<file path="src/shared/apbi_pkg.sv">
// Constants and types for the asynchronous processor bus interface
// ==========================================================================
// Summary of operation
// - Drive 24-bit three-state request address for every cycle except interrupt acknowledge.
// - Interrupt acknowledge places serviced level on address lines three to one.
// - Interrupt acknowledge drives address lines 23..4 and line 0 high.
// - Sixteen-line bidirectional data bus; static input selects 8- or 16-bit mode.
// - Address strobe asserted only while a valid address is driven.
// - Read/write select marks each transfer as read or write.
// - Separate upper and lower byte strobes select active data halves.
// - Interrupt requests accepted at seven priority levels.
// - Low-power mode keeps all internal state for lossless resume.
// - Fully static logic; stopping the clock corrupts nothing.
// - Three encoded priority inputs; level seven non-maskable; auto-vector input.
// - Three access-space code outputs, valid whenever address strobe is asserted.
// - Bus request answered by bus grant; bus released after current cycle.
package apbi_pkg;
  localparam int ADDR_W = 24;
  localparam int DATA_W = 16;
  localparam int LVL_W  = 3;
  localparam int FC_W   = 3;
  localparam logic [2:0] LVL_NMI = 3'h7;
  localparam logic [2:0] FC_IACK = 3'h7;
  localparam logic [ADDR_W-1:0] IACK_ADDR_BASE = 24'hffffff;
  localparam int DEPTH = 2;

  typedef enum logic [1:0] {OP_READ, OP_WRITE, OP_IACK} apbi_op_t;
  typedef enum {ST_IDLE, ST_ADDR, ST_WAIT, ST_DONE, ST_GRANT} apbi_state_t;
endpackage

</file>
<file path="src/hw/apbi_buf.sv">
// Two-entry valid/ready buffer for completed read data
`timescale 1ns/1ps
module apbi_buf
#(
  parameter int W = 16
)
(
  input  wire logic         i_clk,
  input  wire logic         i_rst,
  input  wire logic         i_valid,
  output logic              o_ready,
  input  wire logic [W-1:0] i_data,
  output logic              o_valid,
  input  wire logic         i_ready,
  output logic [W-1:0]      o_data
);
  logic [W-1:0] mem_q [apbi_pkg::DEPTH];
  logic         wp_q;
  logic         rp_q;
  logic [1:0]   cnt_q;
  logic         push;
  logic         pop;

  assign o_ready = (cnt_q != 2'h2);
  assign o_valid = (cnt_q != 2'h0);
  assign o_data  = mem_q[rp_q];
  assign push    = i_valid && o_ready;
  assign pop     = o_valid && i_ready;

  always_ff @(posedge i_clk)
  begin
    if (push)
      mem_q[wp_q] <= i_data;
  end

  always_ff @(posedge i_clk)
  begin
    if (i_rst)
    begin
      wp_q  <= 1'b0;
      rp_q  <= 1'b0;
      cnt_q <= 2'h0;
    end
    else
    begin
      if (push)
        wp_q <= ~wp_q;
      if (pop)
        rp_q <= ~rp_q;
      cnt_q <= cnt_q + {1'b0, push} - {1'b0, pop};
    end
  end
endmodule // apbi_buf

</file>
<file path="src/hw/apbi_core.sv">
// Bus master sequencer of the asynchronous processor bus interface
`timescale 1ns/1ps
module apbi_core
(
  input  wire logic                          i_clk,
  input  wire logic                          i_rst,
  // Core request side
  input  wire logic                          i_req_valid,
  output logic                               o_req_ready,
  input  wire apbi_pkg::apbi_op_t            i_req_op,
  input  wire logic [apbi_pkg::ADDR_W-1:0]   i_req_addr,
  input  wire logic [apbi_pkg::DATA_W-1:0]   i_req_wdata,
  input  wire logic                          i_req_word,
  input  wire logic [apbi_pkg::FC_W-1:0]     i_req_space,
  input  wire logic [apbi_pkg::LVL_W-1:0]    i_iack_level,
  output logic                               o_rd_valid,
  input  wire logic                          i_rd_ready,
  output logic [apbi_pkg::DATA_W-1:0]        o_rd_data,
  output logic                               o_iack_auto,
  // Interrupt side
  input  wire logic [apbi_pkg::LVL_W-1:0]    i_interrupt_priority_inputs_n,
  input  wire logic [apbi_pkg::LVL_W-1:0]    i_int_mask,
  output logic [apbi_pkg::LVL_W-1:0]         o_int_pending,
  // Static width select: 1 = 8-bit mode
  input  wire logic                          i_mode_8bit,
  // Bus pins
  output logic [apbi_pkg::ADDR_W-1:0]        o_address_lines,
  output logic                               o_address_oe,
  input  wire logic [apbi_pkg::DATA_W-1:0]   i_data_lines,
  output logic [apbi_pkg::DATA_W-1:0]        o_data_lines,
  output logic                               o_data_oe,
  output logic                               o_address_strobe_n,
  output logic                               o_read_write,
  output logic                               o_upper_byte_strobe_n,
  output logic                               o_lower_byte_strobe_n,
  output logic [apbi_pkg::FC_W-1:0]          o_access_space_code,
  output logic                               o_ctrl_oe,
  input  wire logic                          i_transfer_ack_n,
  input  wire logic                          i_auto_vector_request_n,
  input  wire logic                          i_bus_request_n,
  output logic                               o_bus_grant_n
);
  apbi_pkg::apbi_state_t             state_q;
  apbi_pkg::apbi_op_t                op_q;
  logic [apbi_pkg::ADDR_W-1:0]       addr_q;
  logic [apbi_pkg::DATA_W-1:0]       wdata_q;
  logic [apbi_pkg::DATA_W-1:0]       rdata_q;
  logic                              word_q;
  logic [apbi_pkg::FC_W-1:0]         space_q;
  logic                              rd_push_q;
  logic                              auto_q;
  logic [apbi_pkg::LVL_W-1:0]        lvl_q;
  logic                              buf_ready;
  logic                              start;
  logic [apbi_pkg::LVL_W-1:0]        req_lvl;
  logic                              bus_off;
  logic                              cycle_end;

  // ==========================================================================
  // Helpers
  function automatic logic [apbi_pkg::ADDR_W-1:0] iack_addr(input logic [2:0] lvl);
    iack_addr = {apbi_pkg::IACK_ADDR_BASE[23:4], lvl, 1'b1};
  endfunction

  assign req_lvl       = ~i_interrupt_priority_inputs_n;
  // Level seven ignores the mask; lower levels must exceed it
  assign o_int_pending = ((req_lvl == apbi_pkg::LVL_NMI) || (req_lvl > i_int_mask)) ? req_lvl : 3'h0;

  // Requests held while the bus is granted or busy
  assign start       = (state_q == apbi_pkg::ST_IDLE) && i_bus_request_n && i_req_valid;
  assign o_req_ready = (state_q == apbi_pkg::ST_IDLE) && i_bus_request_n;

  // Bus handed over, or about to be
  assign bus_off   = (state_q == apbi_pkg::ST_GRANT) ||
                     (state_q == apbi_pkg::ST_IDLE && !i_bus_request_n);
  // Acknowledge ends the cycle; a read also needs room for its data
  assign cycle_end = (state_q == apbi_pkg::ST_WAIT) && !i_transfer_ack_n &&
                     (op_q == apbi_pkg::OP_WRITE || buf_ready);

  // ==========================================================================
  // Bus cycle sequencer; all state in flip-flops, static under stopped clock
  always_ff @(posedge i_clk)
  begin
    if (i_rst)
      state_q <= apbi_pkg::ST_IDLE;
    else
    begin
      unique case (state_q)
        apbi_pkg::ST_IDLE:
          if (!i_bus_request_n)
            state_q <= apbi_pkg::ST_GRANT;
          else if (i_req_valid)
            state_q <= apbi_pkg::ST_ADDR;
        apbi_pkg::ST_ADDR:
          state_q <= apbi_pkg::ST_WAIT;
        apbi_pkg::ST_WAIT:
          if (cycle_end)
            state_q <= apbi_pkg::ST_DONE;
        apbi_pkg::ST_DONE:
          state_q <= apbi_pkg::ST_IDLE;
        apbi_pkg::ST_GRANT:
          if (i_bus_request_n)
            state_q <= apbi_pkg::ST_IDLE;
      endcase
    end
  end

  // Request capture, held for the whole cycle
  always_ff @(posedge i_clk)
  begin
    if (i_rst)
    begin
      op_q    <= apbi_pkg::OP_READ;
      addr_q  <= '0;
      wdata_q <= '0;
      word_q  <= 1'b0;
      space_q <= '0;
      lvl_q   <= '0;
    end
    else if (start)
    begin
      op_q    <= i_req_op;
      addr_q  <= i_req_addr;
      wdata_q <= i_req_wdata;
      word_q  <= i_req_word && !i_mode_8bit;
      space_q <= (i_req_op == apbi_pkg::OP_IACK) ? apbi_pkg::FC_IACK : i_req_space;
      lvl_q   <= i_iack_level;
    end
  end

  // Read data capture on acknowledge
  always_ff @(posedge i_clk)
  begin
    if (i_rst)
    begin
      rdata_q   <= '0;
      rd_push_q <= 1'b0;
      auto_q    <= 1'b0;
    end
    else
    begin
      rd_push_q <= 1'b0;
      if (cycle_end && op_q != apbi_pkg::OP_WRITE)
      begin
        rd_push_q <= 1'b1;
        rdata_q   <= i_data_lines;
        auto_q    <= (op_q == apbi_pkg::OP_IACK) && !i_auto_vector_request_n;
      end
    end
  end

  // ==========================================================================
  // Arbitration outputs
  always_ff @(posedge i_clk)
  begin
    if (i_rst)
    begin
      o_bus_grant_n <= 1'b1;
      o_ctrl_oe     <= 1'b0;
      o_address_oe  <= 1'b0;
    end
    else
    begin
      o_bus_grant_n <= !(bus_off && !i_bus_request_n);
      o_ctrl_oe     <= !bus_off;
      o_address_oe  <= !bus_off;
    end
  end

  // ==========================================================================
  // Bus cycle pin drive
  always_ff @(posedge i_clk)
  begin
    if (i_rst)
    begin
      o_address_lines       <= '0;
      o_address_strobe_n    <= 1'b1;
      o_upper_byte_strobe_n <= 1'b1;
      o_lower_byte_strobe_n <= 1'b1;
      o_read_write          <= 1'b1;
      o_data_lines          <= '0;
      o_data_oe             <= 1'b0;
      o_access_space_code   <= '0;
      o_iack_auto           <= 1'b0;
    end
    else
    begin
      o_iack_auto <= auto_q;
      if (state_q == apbi_pkg::ST_ADDR)
      begin
        o_address_lines     <= (op_q == apbi_pkg::OP_IACK) ? iack_addr(lvl_q) : addr_q;
        o_access_space_code <= space_q;
        o_read_write        <= (op_q != apbi_pkg::OP_WRITE);
        o_address_strobe_n  <= 1'b0;
        o_data_oe           <= (op_q == apbi_pkg::OP_WRITE);
        o_data_lines        <= (word_q || addr_q[0]) ? wdata_q : {wdata_q[7:0], wdata_q[7:0]};
        // Word: both halves; byte: even address upper, odd address lower
        o_upper_byte_strobe_n <= !(word_q || !addr_q[0] || op_q == apbi_pkg::OP_IACK);
        o_lower_byte_strobe_n <= !(word_q || addr_q[0] || op_q == apbi_pkg::OP_IACK);
      end
      else if (cycle_end)
      begin
        o_address_strobe_n    <= 1'b1;
        o_upper_byte_strobe_n <= 1'b1;
        o_lower_byte_strobe_n <= 1'b1;
      end
      else if (state_q == apbi_pkg::ST_DONE)
      begin
        o_data_oe    <= 1'b0;
        o_read_write <= 1'b1;
      end
    end
  end

  // ==========================================================================
  // Read data path; a stalled consumer extends the bus cycle
  apbi_buf #(.W(apbi_pkg::DATA_W)) u_buf
  (
    .i_clk   (i_clk),
    .i_rst   (i_rst),
    .i_valid (rd_push_q),
    .o_ready (buf_ready),
    .i_data  (rdata_q),
    .o_valid (o_rd_valid),
    .i_ready (i_rd_ready),
    .o_data  (o_rd_data)
  );
endmodule // apbi_core

</file>
<file path="config.mk">
export PLATFORM = sky130hd
export DESIGN_NAME = apbi_core
export DESIGN_NICKNAME = d
export VERILOG_FILES = /design/src/shared/apbi_pkg.sv /design/src/hw/apbi_buf.sv /design/src/hw/apbi_core.sv
export SDC_FILE = /design/constraint.sdc
export NUM_CORES = 1
export LEC_CHECK = 0
export BUFFER_PORTS_ARGS = -buffer_cell sky130_fd_sc_hd__clkbuf_2
export CAP_MARGIN = 20
export CORE_AREA = 4 4 128 130
export CTS_BUF_LIST = sky130_fd_sc_hd__clkbuf_8
export DETAILED_ROUTE_END_ITERATION = 7
export DIE_AREA = 0 0 132 134
export PLACE_DENSITY = 0.61
export SYNTH_ARGS = -nofsm -noshare
export SYNTH_HDL_FRONTEND = slang
export SYNTH_SLANG_ARGS = --single-unit
</file>
<file path="constraint.sdc">
create_clock -name i_clk -period 2.3 [get_ports i_clk]
set_clock_uncertainty 0.05 [all_clocks]
set_input_delay 0.345 -clock i_clk [delete_from_list [all_inputs] [get_ports i_clk]]
set_output_delay 0.345 -clock i_clk [all_outputs]
set_load 0.02 [all_outputs]
</file>
==> flow_results.xml <==
<?xml version="1.0" encoding="UTF-8"?>
<metrics>
  <group name="yosys">
    <metric name="synth_edf_count" unit="">32</metric>
    <metric name="asyncSetResetFlopFracSynth" unit="%">0</metric>
    <metric name="synth_cell_type_count" unit="">41</metric>
    <metric name="synth_largest_type_area_fraction" unit="%">42.3</metric>
    <metric name="yosys_most_used_dff" unit="">dfxtp_1</metric>
    <metric name="postSynthRegisterBits" unit="">158</metric>
    <metric name="postSynthCellCount" unit="">626</metric>
    <metric name="ys_warn_count" unit="">0</metric>
    <metric name="synth_seq_area_share" unit="%">58.5</metric>
    <metric name="synth_area_leaders" unit="">dfxtp_1 (42%), edfxtp_1 (16%), nand2_1 (7.9%)</metric>
    <metric name="synth_nets" unit="">710</metric>
    <metric name="cell_area_after_technology_mapping" unit="sq mm">0.00596</metric>
    <metric name="synth.avg_cell_area" unit="sq um">9.52</metric>
    <metric name="netlist.top_cell.by_area" unit="">dfxtp_1</metric>
  </group>
  <group name="critical_path">
    <metric name="crit_path_frequent_cell" unit="">clkbuf_2</metric>
    <metric name="setup.worst_path.end_class" unit="">output port</metric>
    <metric name="cp_cell_sequence" unit="">clkbuf_2 -&gt; inv_1 -&gt; ha_1 -&gt; nor2b_1 -&gt; o21a_1 -&gt; o21ai_0 -&gt; a21oi_1 -&gt; clkbuf_2</metric>
    <metric name="startpoint_class" unit="">input port</metric>
    <metric name="highest_fanout_seen_on_the_critical_path" unit="">3</metric>
    <metric name="worst_ep_required_time" unit="ps">1900</metric>
    <metric name="critical_path.max_stage_delay" unit="ps">300</metric>
    <metric name="crit_arrival" unit="ps">1710</metric>
    <metric name="crit_family" unit="">compound AO/OA/AOI/OAI gates</metric>
    <metric name="worstPathBufferInverterCount" unit="">3</metric>
    <metric name="crit_slowest_cell" unit="">ha_1</metric>
    <metric name="setup.worst_path.class" unit="">in -&gt; out</metric>
  </group>
  <group name="sta">
    <metric name="slew_viol_final" unit="">0</metric>
    <metric name="finalSetupViolations" unit="">0</metric>
    <metric name="rel_slew_slack" unit="%">62.6</metric>
    <metric name="setup-tns-final" unit="ps">0</metric>
    <metric name="final_hold_viol_count" unit="">0</metric>
    <metric name="grt_setup_unrepaired" unit="">false</metric>
    <metric name="layout_setup_ws" unit="ps">199</metric>
    <metric name="min_period_over_period" unit="%">91.3</metric>
    <metric name="max_freq" unit="GHz">0.476</metric>
    <metric name="timing_worst_slew_pin_value" unit="ps">547</metric>
    <metric name="fin_crit" unit="ps">2100</metric>
  </group>
  <group name="place">
    <metric name="hpwlAfterDp" unit="um">9910</metric>
    <metric name="dpl_worst_slack" unit="ps">210</metric>
    <metric name="port_buffers" unit="">151</metric>
    <metric name="place.gp.congestion" unit="">0.793</metric>
  </group>
  <group name="power_and_ir_drop">
    <metric name="combinational_power_share" unit="%">17.9</metric>
    <metric name="pwr-share-clk" unit="%">30.8</metric>
    <metric name="power-per-cell-area" unit="mW/mm^2">830</metric>
    <metric name="total_leakage_power" unit="uW">0.00293</metric>
    <metric name="vdd_ir_drop_max" unit="mV">0.406</metric>
    <metric name="sequentialPowerShare" unit="%">51.3</metric>
    <metric name="p_int" unit="uW">4270</metric>
    <metric name="netSwitchingFraction" unit="%">28.7</metric>
    <metric name="net-switching-power" unit="uW">1720</metric>
  </group>
  <group name="cts">
    <metric name="clk_pin_slew_worst_paths" unit="ps">80</metric>
    <metric name="ctsHtreeMaxLevel" unit="">4</metric>
    <metric name="max-clock-path-buffers" unit="">2</metric>
    <metric name="tritoncts" unit="">done</metric>
    <metric name="postCtsResizedCells" unit="">0</metric>
    <metric name="numCtsBuffers" unit="">17</metric>
    <metric name="clock_tree.root_cell" unit="">clkbuf_8</metric>
    <metric name="worstSkewPairLatency" unit="ps">450</metric>
    <metric name="hold_buffers" unit="">0</metric>
    <metric name="tritoncts_num_sinks" unit="">158</metric>
    <metric name="cts.repair_timing.setup_buffer_count" unit="">0</metric>
  </group>
  <group name="finish">
    <metric name="layout.nets" unit="">847</metric>
    <metric name="mostFrequentLayoutCells" unit="">clkbuf_2 (150), dfxtp_1 (126), nand2_1 (125)</metric>
    <metric name="syn_to_final_growth" unit="%">21.2</metric>
    <metric name="drive_above_1_share" unit="%">28.4</metric>
    <metric name="antenna_cells" unit="">0</metric>
    <metric name="final_common_cell" unit="">clkbuf_2</metric>
  </group>
  <group name="routing">
    <metric name="routedWlPerCell" unit="um">14.8</metric>
    <metric name="drc_errors" unit="">0</metric>
    <metric name="drt_iter0_drc" unit="">212</metric>
    <metric name="viasPerCell" unit="">4.99</metric>
    <metric name="detail-route-antenna-nets" unit="">0</metric>
    <metric name="vias" unit="">4809</metric>
    <metric name="detail_route.first_pass.iterations" unit="">5</metric>
    <metric name="route.final.wire_length" unit="um">14300</metric>
  </group>
  <group name="global_routing">
    <metric name="grt_start_max_net_pins" unit="">60</metric>
    <metric name="globalRoute.totalOverflow" unit="">0</metric>
    <metric name="vias_in_the_first_global_route" unit="">4687</metric>
    <metric name="globalRouteTotalUtil" unit="%">16.3</metric>
    <metric name="number_of_antenna_violations_at_the_first_check_in_global_routing" unit="">0</metric>
    <metric name="grt_pass1_wl" unit="um">23100</metric>
  </group>
  <group name="floorplanning">
    <metric name="die_w" unit="um">132</metric>
    <metric name="floorplan.die.height" unit="um">134</metric>
    <metric name="pin_count" unit="">152</metric>
    <metric name="core_area" unit="sq mm">0.0151</metric>
    <metric name="core.rowCount" unit="">45</metric>
    <metric name="fp.dieArea" unit="sq mm">0.0177</metric>
    <metric name="start_util" unit="%">39.3</metric>
  </group>
  <group name="min_path">
    <metric name="hold_class" unit="">in -&gt; reg</metric>
  </group>
  <group name="outcome">
    <metric name="run_status" unit="">finished clean</metric>
  </group>
  <group name="run">
    <metric name="timing.max_cap.violations" unit="">0</metric>
  </group>
</metrics>
[power by group through the flow]
stage / Clock (uW) / Combinational [uW] / Sequential [uW]
2_1_floorplan: 0 / 695 / 3180
3_3_place_gp: 0 / 1060 / 3130
3_5_place_dp: 0 / 1080 / 3140
4_1_cts: 1910 / 1090 / 3080
5_1_grt: 2020 / 1180 / 3100
6_report: 1840 / 1070 / 3080
[area by class of cell]
type / count / area, sq um
sequential: 158 / 3480
fill: 1431 / 7920
clock buffer: 18 / 248
tap: 188 / 235
clock inverter: 14 / 105
inverter: 10 / 37.5
multi-input combinational: 411 / 2210
timing repair buffer: 165 / 901
[final timing paths]
path / start / endpoint / slack, ps / depth (start not counted)
setup / recovery: i_interrupt_priority_inputs_n[1] / o_int_pending[0] / 200 / 8
hold / removal: i_req_addr[2] / addr_q[2] / 60 / 3
hold reg to reg: rdata_q[3] / u_buf.mem_q[1][3] / 400 / 0
setup reg to reg: u_buf.cnt_q[1] / u_buf.cnt_q[1] / 430 / 8
[per-stage QoR]
step | power, uW | instances | hold slack (ps) | util (%) | instance area, sq um
after floorplan | 3870 | 626 | 375 | - | 5960
after global placement | 4190 | 932 | 377 | 45.4 | 6870
after detailed placement | 4230 | 932 | 389 | 45.4 | 6870
after CTS | 6080 | 964 | 29.6 | 47.7 | 7220
after global routing | 6300 | 964 | 33.4 | 47.7 | 7220
final | 6000 | 964 | 56.1 | 47.7 | 7220
[sequential cells by signal, summed over array words and instances, names as in the netlist, 16 cells and up, named ones only]
signal / flops
rdata_q: 16
addr_q: 24
wdata_q: 16
u_buf.mem_q: 32
o_address_lines: 24
o_data_lines: 16
[cell families after synthesis]
family,count (synthesis),share of synthesized area [%]
simple gates,269,19.7
flops,158,58.5
compound gates,97,9.30
buf+inv,57,4.58
mux,35,6.22
xor+xnor,5,0.735
fa+ha+maj,5,1.05
[routing by layer]
metal | routed length (um) | track usage [%] | up-vias
li1 | - | - | 2386
met1 | 6310 | 20.4 | 2246
met2 | 6740 | 26.3 | 154
met3 | 923 | 4.76 | 23
met4 | 325 | 6.88 | 0
met5 | 0 | 0 | -
[synth_stat cells (all sizes together) (3+ instances only)]
master and number:
a211oi 3, a21oi 64, a311oi 8, buf 20, clkbuf 27, dfxtp 126, edfxtp 32, ha 5
inv 10, mux2 16, mux2i 19, nand2 126, nand2b 4, nor2 64, nor2b 8, nor3 54
o21ai 11, o21bai 3, or2 3, xnor2 3
[worst register-to-register path, cell delays in order, from the launching register on]
cell	delay [ps]
dfxtp_1	340
or2_2	300
and2_1	190
ha_1	290
inv_1	60
ha_1	150
xor2_1	190
xnor2_1	140
nor2_1	50
No activity file was read; power rests on OpenSTA's default activity.
